<file path="src/pkg/kgd_pkg.sv">
// Constants, register map and state types of the keypad and pin interrupt block
package kgd_pkg;

	// Timing
	localparam int CLK_PERIOD_PS = 8000;
	localparam int MS_PERIOD_PS = 1000000000;
	localparam int MS_TICK_CYCLES = MS_PERIOD_PS / CLK_PERIOD_PS;

	// Sizes
	localparam int PIN_COUNT = 32;
	localparam int PIN_SEL_W = 5;
	localparam int PIN_IRQ_COUNT = 5;
	localparam int DEB_W = 6;

	// Register byte offsets
	localparam logic [7:0] KEYPAD_PIN_INCLUDE_OFS = 8'h00;
	localparam logic [7:0] KEYPAD_INPUT_CONFIG_OFS = 8'h04;
	localparam logic [7:0] DEBOUNCE_CONFIG_OFS = 8'h08;
	localparam logic [7:0] PIN_IRQ_MODE_OFS = 8'h0C;
	localparam logic [7:0] PIN_IRQ_SOURCE_SELECT_0_OFS = 8'h10;
	localparam logic [7:0] PIN_IRQ_FLAG_OFS = 8'h24;
	localparam logic [7:0] IRQ_STATUS_OFS = 8'h28;
	localparam logic [7:0] IRQ_MASK_OFS = 8'h2C;
	localparam logic [7:0] PORT_PIN_STATE_OFS = 8'h30;
	localparam logic [7:0] SOURCE_SELECT_STRIDE = 8'h04;

	// Field positions of keypad_input_config
	localparam int KEY_REPEAT_LSB = 0;
	localparam int KEYPAD_POLARITY_BIT = 6;
	localparam int KEYPAD_RELEASE_BIT = 7;

	// Field positions of the debounce configuration
	localparam int DEBOUNCE_INTERVAL_LSB = 0;
	localparam int KEYPAD_DEB_EN_BIT = 6;
	localparam int PIN_DEB_EN_LSB = 7;

	// Field positions of the pin interrupt mode register
	localparam int PIN_POLARITY_LSB = 0;
	localparam int PIN_EDGE_MODE_LSB = 8;

	// Status and mask layout
	localparam int STATUS_KEYPAD_BIT = 0;
	localparam int STATUS_PIN_LSB = 1;
	localparam int STATUS_W = 6;

	// Reset values
	localparam logic [31:0] REG_RESET = 32'h0000_0000;
	localparam logic [DEB_W-1:0] TIMER_RESET = 6'h00;

	// AHB encodings
	localparam logic [1:0] HTRANS_NONSEQ = 2'b10;
	localparam logic [1:0] HTRANS_SEQ = 2'b11;

	typedef enum logic [1:0] {
		KP_IDLE = 2'b00,
		KP_PRESS_DEB = 2'b01,
		KP_HELD = 2'b11,
		KP_RELEASE_DEB = 2'b10
	} kgd_keypad_state_e;

	typedef enum logic [1:0] {
		PI_IDLE = 2'b00,
		PI_DEBOUNCE = 2'b01,
		PI_FLAGGED = 2'b11,
		PI_WAIT_RELEASE = 2'b10
	} kgd_pin_state_e;

endpackage : kgd_pkg

</file>
<file path="src/rtl/kgd_ms_tick.sv">
// Divider that gives a one-cycle pulse every millisecond
`timescale 1ns/1ps
module kgd_ms_tick import kgd_pkg::*; #(
	parameter int unsigned CYCLES = MS_TICK_CYCLES
) (
	input wire logic ref_clk_i,
	input wire logic sys_rst_i,
	output logic tick_o
);

	logic [31:0] count_reg;

	// Counts CYCLES clocks per pulse
	always_ff @(posedge ref_clk_i) begin
		if (sys_rst_i) begin
			count_reg <= 32'h0000_0000;
			tick_o <= 1'b0;
		end else if (count_reg == CYCLES - 32'd1) begin
			count_reg <= 32'h0000_0000;
			tick_o <= 1'b1;
		end else begin
			count_reg <= count_reg + 32'd1;
			tick_o <= 1'b0;
		end
	end

endmodule : kgd_ms_tick

</file>
<file path="src/rtl/kgd_pin_irq.sv">
// One pin interrupt generator with debounce, level or edge mode and wait-for-release
`timescale 1ns/1ps
module kgd_pin_irq import kgd_pkg::*; (
	input wire logic ref_clk_i,
	input wire logic sys_rst_i,
	input wire logic tick_i,
	input wire logic pin_i,
	input wire logic polarity_i,
	input wire logic edge_mode_i,
	input wire logic debounce_enable_i,
	input wire logic [DEB_W-1:0] debounce_interval_i,
	input wire logic clear_i,
	output logic flag_o,
	output logic event_o
);

	kgd_pin_state_e state_reg;
	logic hit;
	logic hit_prev_reg;
	logic [DEB_W-1:0] timer_reg;
	logic start;
	logic expire;

	assign hit = pin_i ^ polarity_i;
	assign start = edge_mode_i ? (hit && !hit_prev_reg) : hit;
	assign expire = (timer_reg == TIMER_RESET);

	always_ff @(posedge ref_clk_i) begin
		if (sys_rst_i) begin
			hit_prev_reg <= 1'b0;
		end else begin
			hit_prev_reg <= hit;
		end
	end

	// Debounce timer, loaded on activation and counted down each millisecond
	always_ff @(posedge ref_clk_i) begin
		if (sys_rst_i) begin
			timer_reg <= TIMER_RESET;
		end else if (state_reg == PI_IDLE && start) begin
			timer_reg <= debounce_enable_i ? debounce_interval_i : TIMER_RESET;
		end else if (state_reg == PI_DEBOUNCE && tick_i && !expire) begin
			timer_reg <= timer_reg - 6'h01;
		end
	end

	always_ff @(posedge ref_clk_i) begin
		if (sys_rst_i) begin
			state_reg <= PI_IDLE;
			flag_o <= 1'b0;
			event_o <= 1'b0;
		end else begin
			event_o <= 1'b0;
			case (state_reg)
				PI_IDLE: begin
					if (start) begin
						state_reg <= PI_DEBOUNCE;
					end
				end
				PI_DEBOUNCE: begin
					if (!hit) begin
						state_reg <= PI_IDLE;
					end else if (expire) begin
						flag_o <= 1'b1;
						event_o <= 1'b1;
						state_reg <= PI_FLAGGED;
					end
				end
				PI_FLAGGED: begin
					if (clear_i) begin
						flag_o <= 1'b0;
						state_reg <= edge_mode_i ? PI_WAIT_RELEASE : PI_IDLE;
					end
				end
				PI_WAIT_RELEASE: begin
					if (!hit) begin
						state_reg <= PI_IDLE;
					end
				end
				default: begin
					state_reg <= PI_IDLE;
				end
			endcase
		end
	end

endmodule : kgd_pin_irq

</file>
<file path="src/rtl/kgd_top.sv">
// Keypad scanner, five pin interrupt generators and their AHB-Lite register file
//
// How it works
// One keypad interrupt and five pin interrupts, each from selectable pin changes.
// Only pins whose keypad include bit is one take part in keypad scanning.
// Polarity zero: a high-to-low change on an included pin starts the keypad machine.
// Each activation loads the debounce timer with the six-bit interval, 0 to 63 ms.
// The debounce timer counts down once per millisecond.
// On expiry with key still down, interrupt and reload timer with repeat value.
// A repeat value of zero gives one interrupt per press, no auto-repeat.
// With release enable set, release is debounced and then interrupts.
// Keypad debounce enable at zero skips the debounce delay.
// Each pin generator watches one pin chosen by its own source select register.
// Pin polarity zero: a low-to-high change starts that generator's machine.
// Pin generator interrupts when its timer expires with pin still active; own bypass.
// A pin interrupt flag holds until software writes its clear bit.
// In edge mode a clear goes to wait-for-release, idle after inactive edge.
// Software flips pin polarity while waiting for release to catch both edges.
// Software reads the pin state register to find the pressed key.
// Polarity bit at one makes the opposite transition the active one.
// Interval field is six bits; zero expires at once.
`timescale 1ns/1ps
module kgd_top import kgd_pkg::*; #(
	parameter int unsigned MS_TICK_CYCLES_P = MS_TICK_CYCLES
) (
	input wire logic ref_clk_i,
	input wire logic sys_rst_i,
	input wire logic hsel_i,
	input wire logic [31:0] haddr_i,
	input wire logic [1:0] htrans_i,
	input wire logic hwrite_i,
	input wire logic [2:0] hsize_i,
	input wire logic [31:0] hwdata_i,
	input wire logic hready_i,
	output logic [31:0] hrdata_o,
	output logic hreadyout_o,
	output logic hresp_o,
	input wire logic [PIN_COUNT-1:0] port_pin_state_i,
	output logic keypad_interrupt_o,
	output logic [PIN_IRQ_COUNT-1:0] pin_interrupt_o,
	output logic irq_o
);

	// Registers
	logic [31:0] keypad_pin_include_bits_reg;
	logic [31:0] keypad_input_config_reg;
	logic [31:0] debounce_config_reg;
	logic [31:0] pin_irq_mode_reg;
	logic [PIN_SEL_W-1:0] pin_irq_source_select_reg [PIN_IRQ_COUNT];
	logic [STATUS_W-1:0] irq_status_reg;
	logic [STATUS_W-1:0] irq_status_next;
	logic [STATUS_W-1:0] irq_mask_reg;

	// Bus pipeline
	logic wr_pending_reg;
	logic [7:0] wr_addr_reg;
	logic rd_accept;
	logic wr_accept;
	logic [31:0] rd_value;
	logic status_read;

	// Fields
	logic [DEB_W-1:0] key_repeat;
	logic keypad_polarity_select;
	logic keypad_release_irq_enable;
	logic [DEB_W-1:0] debounce_interval;
	logic keypad_debounce_enable;
	logic [PIN_IRQ_COUNT-1:0] pin_irq_debounce_enable;
	logic [PIN_IRQ_COUNT-1:0] pin_irq_polarity;
	logic [PIN_IRQ_COUNT-1:0] pin_irq_edge_mode;
	logic [PIN_IRQ_COUNT-1:0] pin_clear;
	logic [PIN_IRQ_COUNT-1:0] pin_event;

	// Keypad scanner
	kgd_keypad_state_e kp_state_reg;
	logic [DEB_W-1:0] kp_timer_reg;
	logic kp_hit;
	logic kp_hit_prev_reg;
	logic kp_expire;
	logic kp_event;
	logic ms_tick;

	assign key_repeat = keypad_input_config_reg[KEY_REPEAT_LSB +: DEB_W];
	assign keypad_polarity_select = keypad_input_config_reg[KEYPAD_POLARITY_BIT];
	assign keypad_release_irq_enable = keypad_input_config_reg[KEYPAD_RELEASE_BIT];
	assign debounce_interval = debounce_config_reg[DEBOUNCE_INTERVAL_LSB +: DEB_W];
	assign keypad_debounce_enable = debounce_config_reg[KEYPAD_DEB_EN_BIT];
	assign pin_irq_debounce_enable = debounce_config_reg[PIN_DEB_EN_LSB +: PIN_IRQ_COUNT];
	assign pin_irq_polarity = pin_irq_mode_reg[PIN_POLARITY_LSB +: PIN_IRQ_COUNT];
	assign pin_irq_edge_mode = pin_irq_mode_reg[PIN_EDGE_MODE_LSB +: PIN_IRQ_COUNT];

	kgd_ms_tick #(
		.CYCLES(MS_TICK_CYCLES_P)
	) u_ms_tick (
		.ref_clk_i(ref_clk_i),
		.sys_rst_i(sys_rst_i),
		.tick_o(ms_tick)
	);

	// AHB-Lite slave: zero wait states, always OKAY
	assign hreadyout_o = 1'b1;
	assign hresp_o = 1'b0;
	assign rd_accept = hsel_i && hready_i && htrans_i[1] && !hwrite_i;
	assign wr_accept = hsel_i && hready_i && htrans_i[1] && hwrite_i;
	assign status_read = rd_accept && (haddr_i[7:0] == IRQ_STATUS_OFS);

	always_ff @(posedge ref_clk_i) begin
		if (sys_rst_i) begin
			wr_pending_reg <= 1'b0;
			wr_addr_reg <= 8'h00;
		end else if (hready_i) begin
			wr_pending_reg <= wr_accept;
			wr_addr_reg <= haddr_i[7:0];
		end
	end

	// Read mux, sampled in the address phase so data stands from a flop
	always_comb begin
		rd_value = 32'h0000_0000;
		case (haddr_i[7:0])
			KEYPAD_PIN_INCLUDE_OFS: rd_value = keypad_pin_include_bits_reg;
			KEYPAD_INPUT_CONFIG_OFS: rd_value = keypad_input_config_reg;
			DEBOUNCE_CONFIG_OFS: rd_value = debounce_config_reg;
			PIN_IRQ_MODE_OFS: rd_value = pin_irq_mode_reg;
			PIN_IRQ_FLAG_OFS: rd_value = {27'h0000000, pin_interrupt_o};
			IRQ_STATUS_OFS: rd_value = {26'h0000000, irq_status_reg};
			IRQ_MASK_OFS: rd_value = {26'h0000000, irq_mask_reg};
			PORT_PIN_STATE_OFS: rd_value = port_pin_state_i;
			default: begin
				for (int i = 0; i < PIN_IRQ_COUNT; i++) begin
					if (haddr_i[7:0] == PIN_IRQ_SOURCE_SELECT_0_OFS
							+ 8'(i) * SOURCE_SELECT_STRIDE) begin
						rd_value = {27'h0000000, pin_irq_source_select_reg[i]};
					end
				end
			end
		endcase
	end

	always_ff @(posedge ref_clk_i) begin
		if (sys_rst_i) begin
			hrdata_o <= 32'h0000_0000;
		end else if (rd_accept) begin
			hrdata_o <= rd_value;
		end
	end

	// Configuration registers
	always_ff @(posedge ref_clk_i) begin
		if (sys_rst_i) begin
			keypad_pin_include_bits_reg <= REG_RESET;
			keypad_input_config_reg <= REG_RESET;
			debounce_config_reg <= REG_RESET;
			pin_irq_mode_reg <= REG_RESET;
			irq_mask_reg <= REG_RESET[STATUS_W-1:0];
			for (int i = 0; i < PIN_IRQ_COUNT; i++) begin
				pin_irq_source_select_reg[i] <= REG_RESET[PIN_SEL_W-1:0];
			end
		end else if (wr_pending_reg) begin
			case (wr_addr_reg)
				KEYPAD_PIN_INCLUDE_OFS: keypad_pin_include_bits_reg <= hwdata_i;
				KEYPAD_INPUT_CONFIG_OFS: keypad_input_config_reg <= {24'h000000, hwdata_i[7:0]};
				DEBOUNCE_CONFIG_OFS: debounce_config_reg <= {20'h00000, hwdata_i[11:0]};
				PIN_IRQ_MODE_OFS: pin_irq_mode_reg <= {19'h00000, hwdata_i[12:8], 3'h0,
					hwdata_i[4:0]};
				IRQ_MASK_OFS: irq_mask_reg <= hwdata_i[STATUS_W-1:0];
				default: begin
					for (int i = 0; i < PIN_IRQ_COUNT; i++) begin
						if (wr_addr_reg == PIN_IRQ_SOURCE_SELECT_0_OFS
								+ 8'(i) * SOURCE_SELECT_STRIDE) begin
							pin_irq_source_select_reg[i] <= hwdata_i[PIN_SEL_W-1:0];
						end
					end
				end
			endcase
		end
	end

	// Writing a one to a flag bit clears that pin interrupt
	assign pin_clear = (wr_pending_reg && wr_addr_reg == PIN_IRQ_FLAG_OFS)
		? hwdata_i[PIN_IRQ_COUNT-1:0] : 5'h00;

	// Sticky status, cleared by its own read; a new event wins over the clear
	always_comb begin
		irq_status_next = irq_status_reg;
		if (status_read) begin
			irq_status_next = 6'h00;
		end
		irq_status_next[STATUS_KEYPAD_BIT] = irq_status_next[STATUS_KEYPAD_BIT] | kp_event;
		irq_status_next[STATUS_PIN_LSB +: PIN_IRQ_COUNT] =
			irq_status_next[STATUS_PIN_LSB +: PIN_IRQ_COUNT] | pin_event;
	end

	always_ff @(posedge ref_clk_i) begin
		if (sys_rst_i) begin
			irq_status_reg <= 6'h00;
			irq_o <= 1'b0;
		end else begin
			irq_status_reg <= irq_status_next;
			irq_o <= |(irq_status_next & irq_mask_reg);
		end
	end

	// Pin interrupt generators
	for (genvar g = 0; g < PIN_IRQ_COUNT; g++) begin : g_pin_irq
		kgd_pin_irq u_pin_irq (
			.ref_clk_i(ref_clk_i),
			.sys_rst_i(sys_rst_i),
			.tick_i(ms_tick),
			.pin_i(port_pin_state_i[pin_irq_source_select_reg[g]]),
			.polarity_i(pin_irq_polarity[g]),
			.edge_mode_i(pin_irq_edge_mode[g]),
			.debounce_enable_i(pin_irq_debounce_enable[g]),
			.debounce_interval_i(debounce_interval),
			.clear_i(pin_clear[g]),
			.flag_o(pin_interrupt_o[g]),
			.event_o(pin_event[g])
		);
	end

	// Keypad scanner: active pins are low unless polarity is set
	assign kp_hit = |(keypad_pin_include_bits_reg
		& (keypad_polarity_select ? port_pin_state_i : ~port_pin_state_i));
	assign kp_expire = (kp_timer_reg == TIMER_RESET);

	always_ff @(posedge ref_clk_i) begin
		if (sys_rst_i) begin
			kp_hit_prev_reg <= 1'b0;
		end else begin
			kp_hit_prev_reg <= kp_hit;
		end
	end

	always_ff @(posedge ref_clk_i) begin
		if (sys_rst_i) begin
			kp_state_reg <= KP_IDLE;
			kp_timer_reg <= TIMER_RESET;
			kp_event <= 1'b0;
		end else begin
			kp_event <= 1'b0;
			case (kp_state_reg)
				KP_IDLE: begin
					if (kp_hit && !kp_hit_prev_reg) begin
						kp_timer_reg <= keypad_debounce_enable ? debounce_interval
							: TIMER_RESET;
						kp_state_reg <= KP_PRESS_DEB;
					end
				end
				KP_PRESS_DEB: begin
					if (!kp_hit) begin
						kp_state_reg <= KP_IDLE;
					end else if (kp_expire) begin
						kp_event <= 1'b1;
						kp_timer_reg <= key_repeat;
						kp_state_reg <= KP_HELD;
					end else if (ms_tick) begin
						kp_timer_reg <= kp_timer_reg - 6'h01;
					end
				end
				KP_HELD: begin
					if (!kp_hit) begin
						if (keypad_release_irq_enable) begin
							kp_timer_reg <= keypad_debounce_enable ? debounce_interval
								: TIMER_RESET;
							kp_state_reg <= KP_RELEASE_DEB;
						end else begin
							kp_state_reg <= KP_IDLE;
						end
					end else if (key_repeat != TIMER_RESET) begin
						if (kp_expire) begin
							kp_event <= 1'b1;
							kp_timer_reg <= key_repeat;
						end else if (ms_tick) begin
							kp_timer_reg <= kp_timer_reg - 6'h01;
						end
					end
				end
				KP_RELEASE_DEB: begin
					if (kp_hit) begin
						kp_timer_reg <= key_repeat;
						kp_state_reg <= KP_HELD;
					end else if (kp_expire) begin
						kp_event <= 1'b1;
						kp_state_reg <= KP_IDLE;
					end else if (ms_tick) begin
						kp_timer_reg <= kp_timer_reg - 6'h01;
					end
				end
				default: begin
					kp_state_reg <= KP_IDLE;
				end
			endcase
		end
	end

	// One-cycle keypad interrupt pulse per debounced press, repeat or release
	always_ff @(posedge ref_clk_i) begin
		if (sys_rst_i) begin
			keypad_interrupt_o <= 1'b0;
		end else begin
			keypad_interrupt_o <= kp_event;
		end
	end

endmodule : kgd_top

</file>
<file path="config.mk">
export PLATFORM = sky130hd
export DESIGN_NAME = kgd_top
export DESIGN_NICKNAME = d
export VERILOG_FILES = /design/src/pkg/kgd_pkg.sv /design/src/rtl/kgd_ms_tick.sv /design/src/rtl/kgd_pin_irq.sv /design/src/rtl/kgd_top.sv
export SDC_FILE = /design/constraint.sdc
export NUM_CORES = 1
export LEC_CHECK = 0
export BUFFER_PORTS_ARGS = -buffer_cell sky130_fd_sc_hd__clkbuf_2
export CAP_MARGIN = 20
export CELL_PAD_IN_SITES_DETAIL_PLACEMENT = 1
export CELL_PAD_IN_SITES_GLOBAL_PLACEMENT = 1
export CORE_MARGIN = 2
export CORE_UTILIZATION = 35
export CTS_CLUSTER_DIAMETER = 30
export DETAILED_ROUTE_END_ITERATION = 7
export GPL_TIMING_DRIVEN = 1
export MAX_ROUTING_LAYER = met4
export PLACE_DENSITY_LB_ADDON = 0.1
export SLEW_MARGIN = 20
export SYNTH_ARGS = -nofsm -noshare
export SYNTH_HDL_FRONTEND = slang
export SYNTH_SLANG_ARGS = --single-unit
</file>
<file path="constraint.sdc">
create_clock -name ref_clk_i -period 2.7 [get_ports ref_clk_i]
set_input_delay 0.405 -clock ref_clk_i [delete_from_list [all_inputs] [get_ports ref_clk_i]]
set_output_delay 0.405 -clock ref_clk_i [all_outputs]
set_load 0.05 [all_outputs]
</file>
==> flow_summary.toml, run 1 <==
[outcome]
outcome = "finished with violations"
violations = "negative setup slack"

[logic_synthesis]
yosys-top-cells-area = "dfxtp_1, mux4_2, edfxtp_1"
syn_area_per_cell_um2 = 9.10
synth.top_cell.area_share_pct = 33.6
synth_edf_count = 25
synth_top_area_cell = "dfxtp_1"
yosys_most_used_dff = "dfxtp_1"
synth_seq_cells = 240
synth_most_common_cell = "dfxtp_1"
async_reset_ff_share_pct = 0
seq_area_frac_synth_pct = 39.5
synth.distinct_cells = 69
synth_area_um2 = 12800
syn_inst = 1406
yosysWarnings = 0
synth_fp_nets = 1529
synth_common_cells = "dfxtp_1, nor2_1, nand2_1"

[detailed_routing]
wl_per_cell_um = 22.0
met1_length_um = 20400
first_pass_iters = 4
route.met3.wl_um = 2500
num_vias = 11900
met2_length_um = 22500
vias_per_cell = 5.53
drtIter0Drc = 510
top_layer = "met4"
ant_nets = 0
wirelength_um = 47100
drc = 0

[sta]
hold_viol = 0
fin_ws_ps = -89.0
grt_setup_unrepaired = "yes"
holdWs_ps = 67.0
slew_headroom_pct = 52.0
fin_crit_sh_pct = 103
maxSlewViolCount = 0
timing.fmax_ghz = 0.359
finalCriticalPeriod_ps = 2790
worst_pin_slew_ps = 720
setup_viol = 19
clock_skew_ps = 25.2

[layout]
final_core_util_pct = 47.9
drive_above_1_share_pct = 29.7
instances_no_fill = 2143
finalNetCount = 1742
syn_to_final_growth_pct = 36.0

[floorplan]
initial_core_util_pct = 35.2
die_h_um = 195
die_x_um = 195
rows = 70
core-area_um2 = 36300
die_area_um2 = 38100
pin_count = 147

[power]
pwr-share-seq_pct = 28.1
pwr-share-comb_pct = 12.0
max-vdd-ir-drop_mv = 0.532
power_per_cell_area_nw_per_um2 = 798
power_leakage_nw = 6.54
p_clk_share_pct = 59.9
switching_share_pct = 25.1
cell_internal_pwr_w = 0.0104
power_switching_w = 0.00349

[global_routing]
grt_max_degree = 111
antenna_found_initial = 1
grt_pass1_wl_um = 72600
grt_pass1_vias = 12300
grt.overflow.total = 0
gr-usage-all-layers_pct = 25.5

[run]
max-cap-violations = 0

[clocking]
cts_buffer_depth = 3
cts_buffers = 70
h-tree-depth = 3
clockRootBuffer = "clkbuf_16"
cts_tree = "done"
clock_latency_ps = 570
clock-sinks = 240
clk_pin_slew_ps = 40

[placed_design]
io_buffers = 116
dp.cells = 2009
gp_congestion = 0.885
dpl.hpwl_um = 33400

[worst_setup_path]
start_kind = "flop"
path_class = "flop to flop"
critPathMaxFanout = 9
worst_setup_path_end_kind = "flop"
crit_arrival_ps = 3210
critPathRequiredTime_ps = 3120

[hold_path]
hp-class = "input port to flop"
[metal layers]
| layer | up-vias | global-route usage [%] |
|---|---|---|
| li1 | 5554 | - |
| met1 | 5890 | 30.8 |
| met2 | 323 | 41.5 |
| met3 | 88 | 5.47 |
| met4 | 0 | 10.2 |
| met5 | - | - |
[power by group through the flow]
stage          clock [W]  sequential, W  combinational [W]
6_report         0.00832        0.00390            0.00167
5_1_grt          0.00869        0.00392            0.00181
4_1_cts          0.00850        0.00390            0.00160
3_5_place_dp           0        0.00396            0.00151
3_3_place_gp           0        0.00396            0.00149
2_1_floorplan          0        0.00395           0.000947
[area by class of cell]
cell class,instances,area (um^2)
Inverter,48,180
Sequential cell,240,5060
Antenna cell,1,2.50
Clock inverter,31,392
Multi-Input combinational cell,1012,7420
Fill cell,4066,18900
Clock buffer,96,2020
Tap cell,468,586
Timing Repair Buffer,247,1750
[critical path: stages (launching register included)]
cell and delay, ps:
edfxtp_1 370, buf_12 150, mux4_2 500, mux4_2 520, mux2i_4 250, xnor2_4 180, and3b_2 280, buf_4 130
nor3_1 40, a31oi_1 140, a21oi_1 80
[cells by family after synthesis]
group | Yosys count | share of synthesized area [%]
buffers and inverters | 154 | 5.13
other | 2 | 0.0587
AND/OR/NAND/NOR | 504 | 18.0
multiplexers | 115 | 14.4
adder cells (fa/ha/maj) | 17 | 1.66
XOR/XNOR | 74 | 5.06
AO/OA/AOI/OAI | 300 | 16.2
flip-flops | 240 | 39.5
[cell usage in the layout (no fill, tap or decap), types with 33 or more instances in the layout]
cell and n:
dfxtp_1 214, nor2_1 154, nand2_1 153, clkbuf_2 115, buf_4 109, a21oi_1 87
clkbuf_16 73, mux4_2 54, nor3_1 52, mux2i_1 50, inv_1 48, xnor2_1 39
o21ai_0 33
[worst paths after layout]
check | from | endpoint | slack (ps) | depth (start not counted)
worst max register to register | pin_irq_source_select_reg[0][20] | g_pin_irq[4].u_pin_irq.timer_reg[1] | -90 | 10
worst min-delay path | hwdata_i[16] | keypad_pin_include_bits_reg[16] | 70 | 3
worst max-delay path | pin_irq_source_select_reg[0][20] | g_pin_irq[4].u_pin_irq.timer_reg[1] | -90 | 10
worst min register to register | u_ms_tick.count_reg[0] | u_ms_tick.count_reg[0] | 440 | 1
[per-stage QoR]
stage          instance area [um^2]  worst slack (ps)  power (W)  TNS, ps
6_report                      17400             -89.0     0.0139     -852
3_3_place_gp                  14600              -375    0.00544    -9990
2_1_floorplan                 12800               168    0.00490        0
4_1_cts                       17200             -81.0     0.0140     -938
5_1_grt                       17400              -191     0.0144    -4580
3_5_place_dp                  14600              -381    0.00547   -11870
[timing repair]
| item | CTS | global route |
|---|---|---|
| setup endpoints to repair | 55 | 52 |
| pin swaps | 7 | 13 |
| gates cloned | 0 | 1 |
| setup buffers | 2 | 3 |
| resized for setup | 40 | 37 |
| hold buffers | 0 | 0 |
(Power assumes the default switching activity.)
==> run 2, diff against run 1 <==
Settings changed: BUFFER_PORTS_ARGS -buffer_cell sky130_fd_sc_hd__clkbuf_2 to -buffer_cell sky130_fd_sc_hd__buf_2.
==> flow_summary.toml, run 2 (synthesis gave the netlist of run 1 again) <==
[outcome]
outcome = "finished with violations"
violations = "negative setup slack"

[layout]
final_core_util_pct = 48.3
drive_above_1_share_pct = 30.3
diodes = 0
layout_common_cells = "dfxtp_1, nand2_1, nor2_1"
instances_no_fill = 2142
syn_to_final_growth_pct = 37.2
fillers = 4080
finalNetCount = 1742
layout_commonest_cell = "dfxtp_1"

[sta]
timing.fmax_ghz = 0.352
worst_pin_slew_ps = 881
clock_skew_ps = 26.9
fin_crit_sh_pct = 105
maxSlewViolCount = 0
fin_ws_ps = -143
grt_setup_unrepaired = "yes"
finalSetupTns_ps = -1280
slew_headroom_pct = 41.2
hold_viol = 0
setup_viol = 21
finalCriticalPeriod_ps = 2840

[power]
power_switching_w = 0.00358
power_per_cell_area_nw_per_um2 = 799
pwr-share-comb_pct = 12.5
pwr-share-seq_pct = 27.8
max-vdd-ir-drop_mv = 0.470
cell_internal_pwr_w = 0.0104
p_clk_share_pct = 59.7
power_leakage_nw = 6.55
switching_share_pct = 25.5

[clocking]
cts_buffer_depth = 3
clockRootBuffer = "clkbuf_16"
cts_buffers = 70
clk_pin_slew_ps = 50
h-tree-depth = 3
clock_latency_ps = 580
cts_tree = "done"
holdBufCountCts = 0
clock-sinks = 240

[global_routing]
grt_pass1_vias = 12200
gr-usage-all-layers_pct = 25.8
grt.overflow.total = 0
grt_pass1_wl_um = 73000
grt_max_degree = 116
antenna_found_initial = 0

[worst_setup_path]
critPathMaxFanout = 6
worst_setup_path_end_kind = "flop"
reg2reg_depth = 10
critPathRequiredTime_ps = 3210
crit_arrival_ps = 3350
start_kind = "flop"
reg2reg_setup_slack_ps = -140
path_class = "flop to flop"

[detailed_routing]
first_pass_iters = 5
wl_per_cell_um = 22.3
num_vias = 12000
vias_per_cell = 5.58
drtIter0Drc = 632
drc = 0
ant_nets = 0
wirelength_um = 47700

[floorplan]
die_x_um = 195
initial_core_util_pct = 35.2
rows = 70
die_h_um = 195
die_area_um2 = 38100
core-area_um2 = 36300
pin_count = 147

[hold_path]
hold-path-cell-count = 3
hp-class = "input port to flop"

[placed_design]
dp.cells = 2004
gp_congestion = 0.884
dpl.hpwl_um = 33300
pre_cts_slack_ps = -254
io_buffers = 116

[run]
max-cap-violations = 0
==> run 2: worst paths after layout <==
path / from / end
min: hwdata_i[21] / keypad_pin_include_bits_reg[21]
max: pin_irq_source_select_reg[0][0] / g_pin_irq[0].u_pin_irq.timer_reg[5]
max reg2reg: pin_irq_source_select_reg[0][0] / g_pin_irq[0].u_pin_irq.timer_reg[5]
min reg2reg: u_ms_tick.count_reg[0] / u_ms_tick.count_reg[0]
==> run 2: layout make-up <==
cell class | count | area, um^2 | share of cell area [%]
multi-input cells | 1012 | 7600 | 43.3
repair buffers | 247 | 1730 | 9.86
clock buffers | 88 | 1960 | 11.2
clock inverters | 39 | 448 | 2.55
flip-flops and latches | 240 | 5050 | 28.8
well taps | 468 | 586 | 3.33
inverters | 48 | 180 | 1.03
==> run 2: what timing repair did <==
action / 4_1_cts / 5_1_grt
setup buffers: 9 / 4
pin swaps: 21 / 30
endpoints found under the setup margin: 46 / 53
resized for setup: 57 / 56
gates cloned: 3 / 1
hold endpoints to repair: 0 / 0
==> run 2: per-layer routing <==
layer  up-vias  share of wire [%]  track usage, %  routed length [um]
met5         -                  0               -                   0
met3       109                6.0            5.22                2890
li1       5566                  -               -                   -
met1      5882                 42            31.2               20200
met2       402                 48            41.5               22700
met4         0                4.1            12.1                1960
==> run 2: power groups by stage <==
| stage | registers (W) | logic (W) | clock network [W] |
|---|---|---|---|
| finish | 0.00391 | 0.00175 | 0.00838 |
| global route | 0.00392 | 0.00189 | 0.00874 |
| floorplan | 0.00395 | 0.000947 | 0 |
| detailed placement | 0.00396 | 0.00152 | 0 |
| global placement | 0.00395 | 0.00150 | 0 |
| CTS | 0.00390 | 0.00164 | 0.00853 |
==> run 2: critical path: stages, from the launching register on <==
cell and delay [ps]:
edfxtp_1 400, buf_12 140, mux4_2 500, mux4_2 500
mux2i_1 180, buf_4 200, xnor2_4 180, nand3_4 150
buf_8 180, mux2_2 280, nor2_2 70
==> run 2: per-stage QoR <==
step | hold WS, ps | area, um^2 | power (W)
floorplan | 413 | 12800 | 0.00490
global placement | 432 | 14500 | 0.00545
detailed placement | 439 | 14500 | 0.00547
CTS | 58.1 | 17400 | 0.0141
global route | 70.1 | 17600 | 0.0146
finish | 79.7 | 17600 | 0.0140
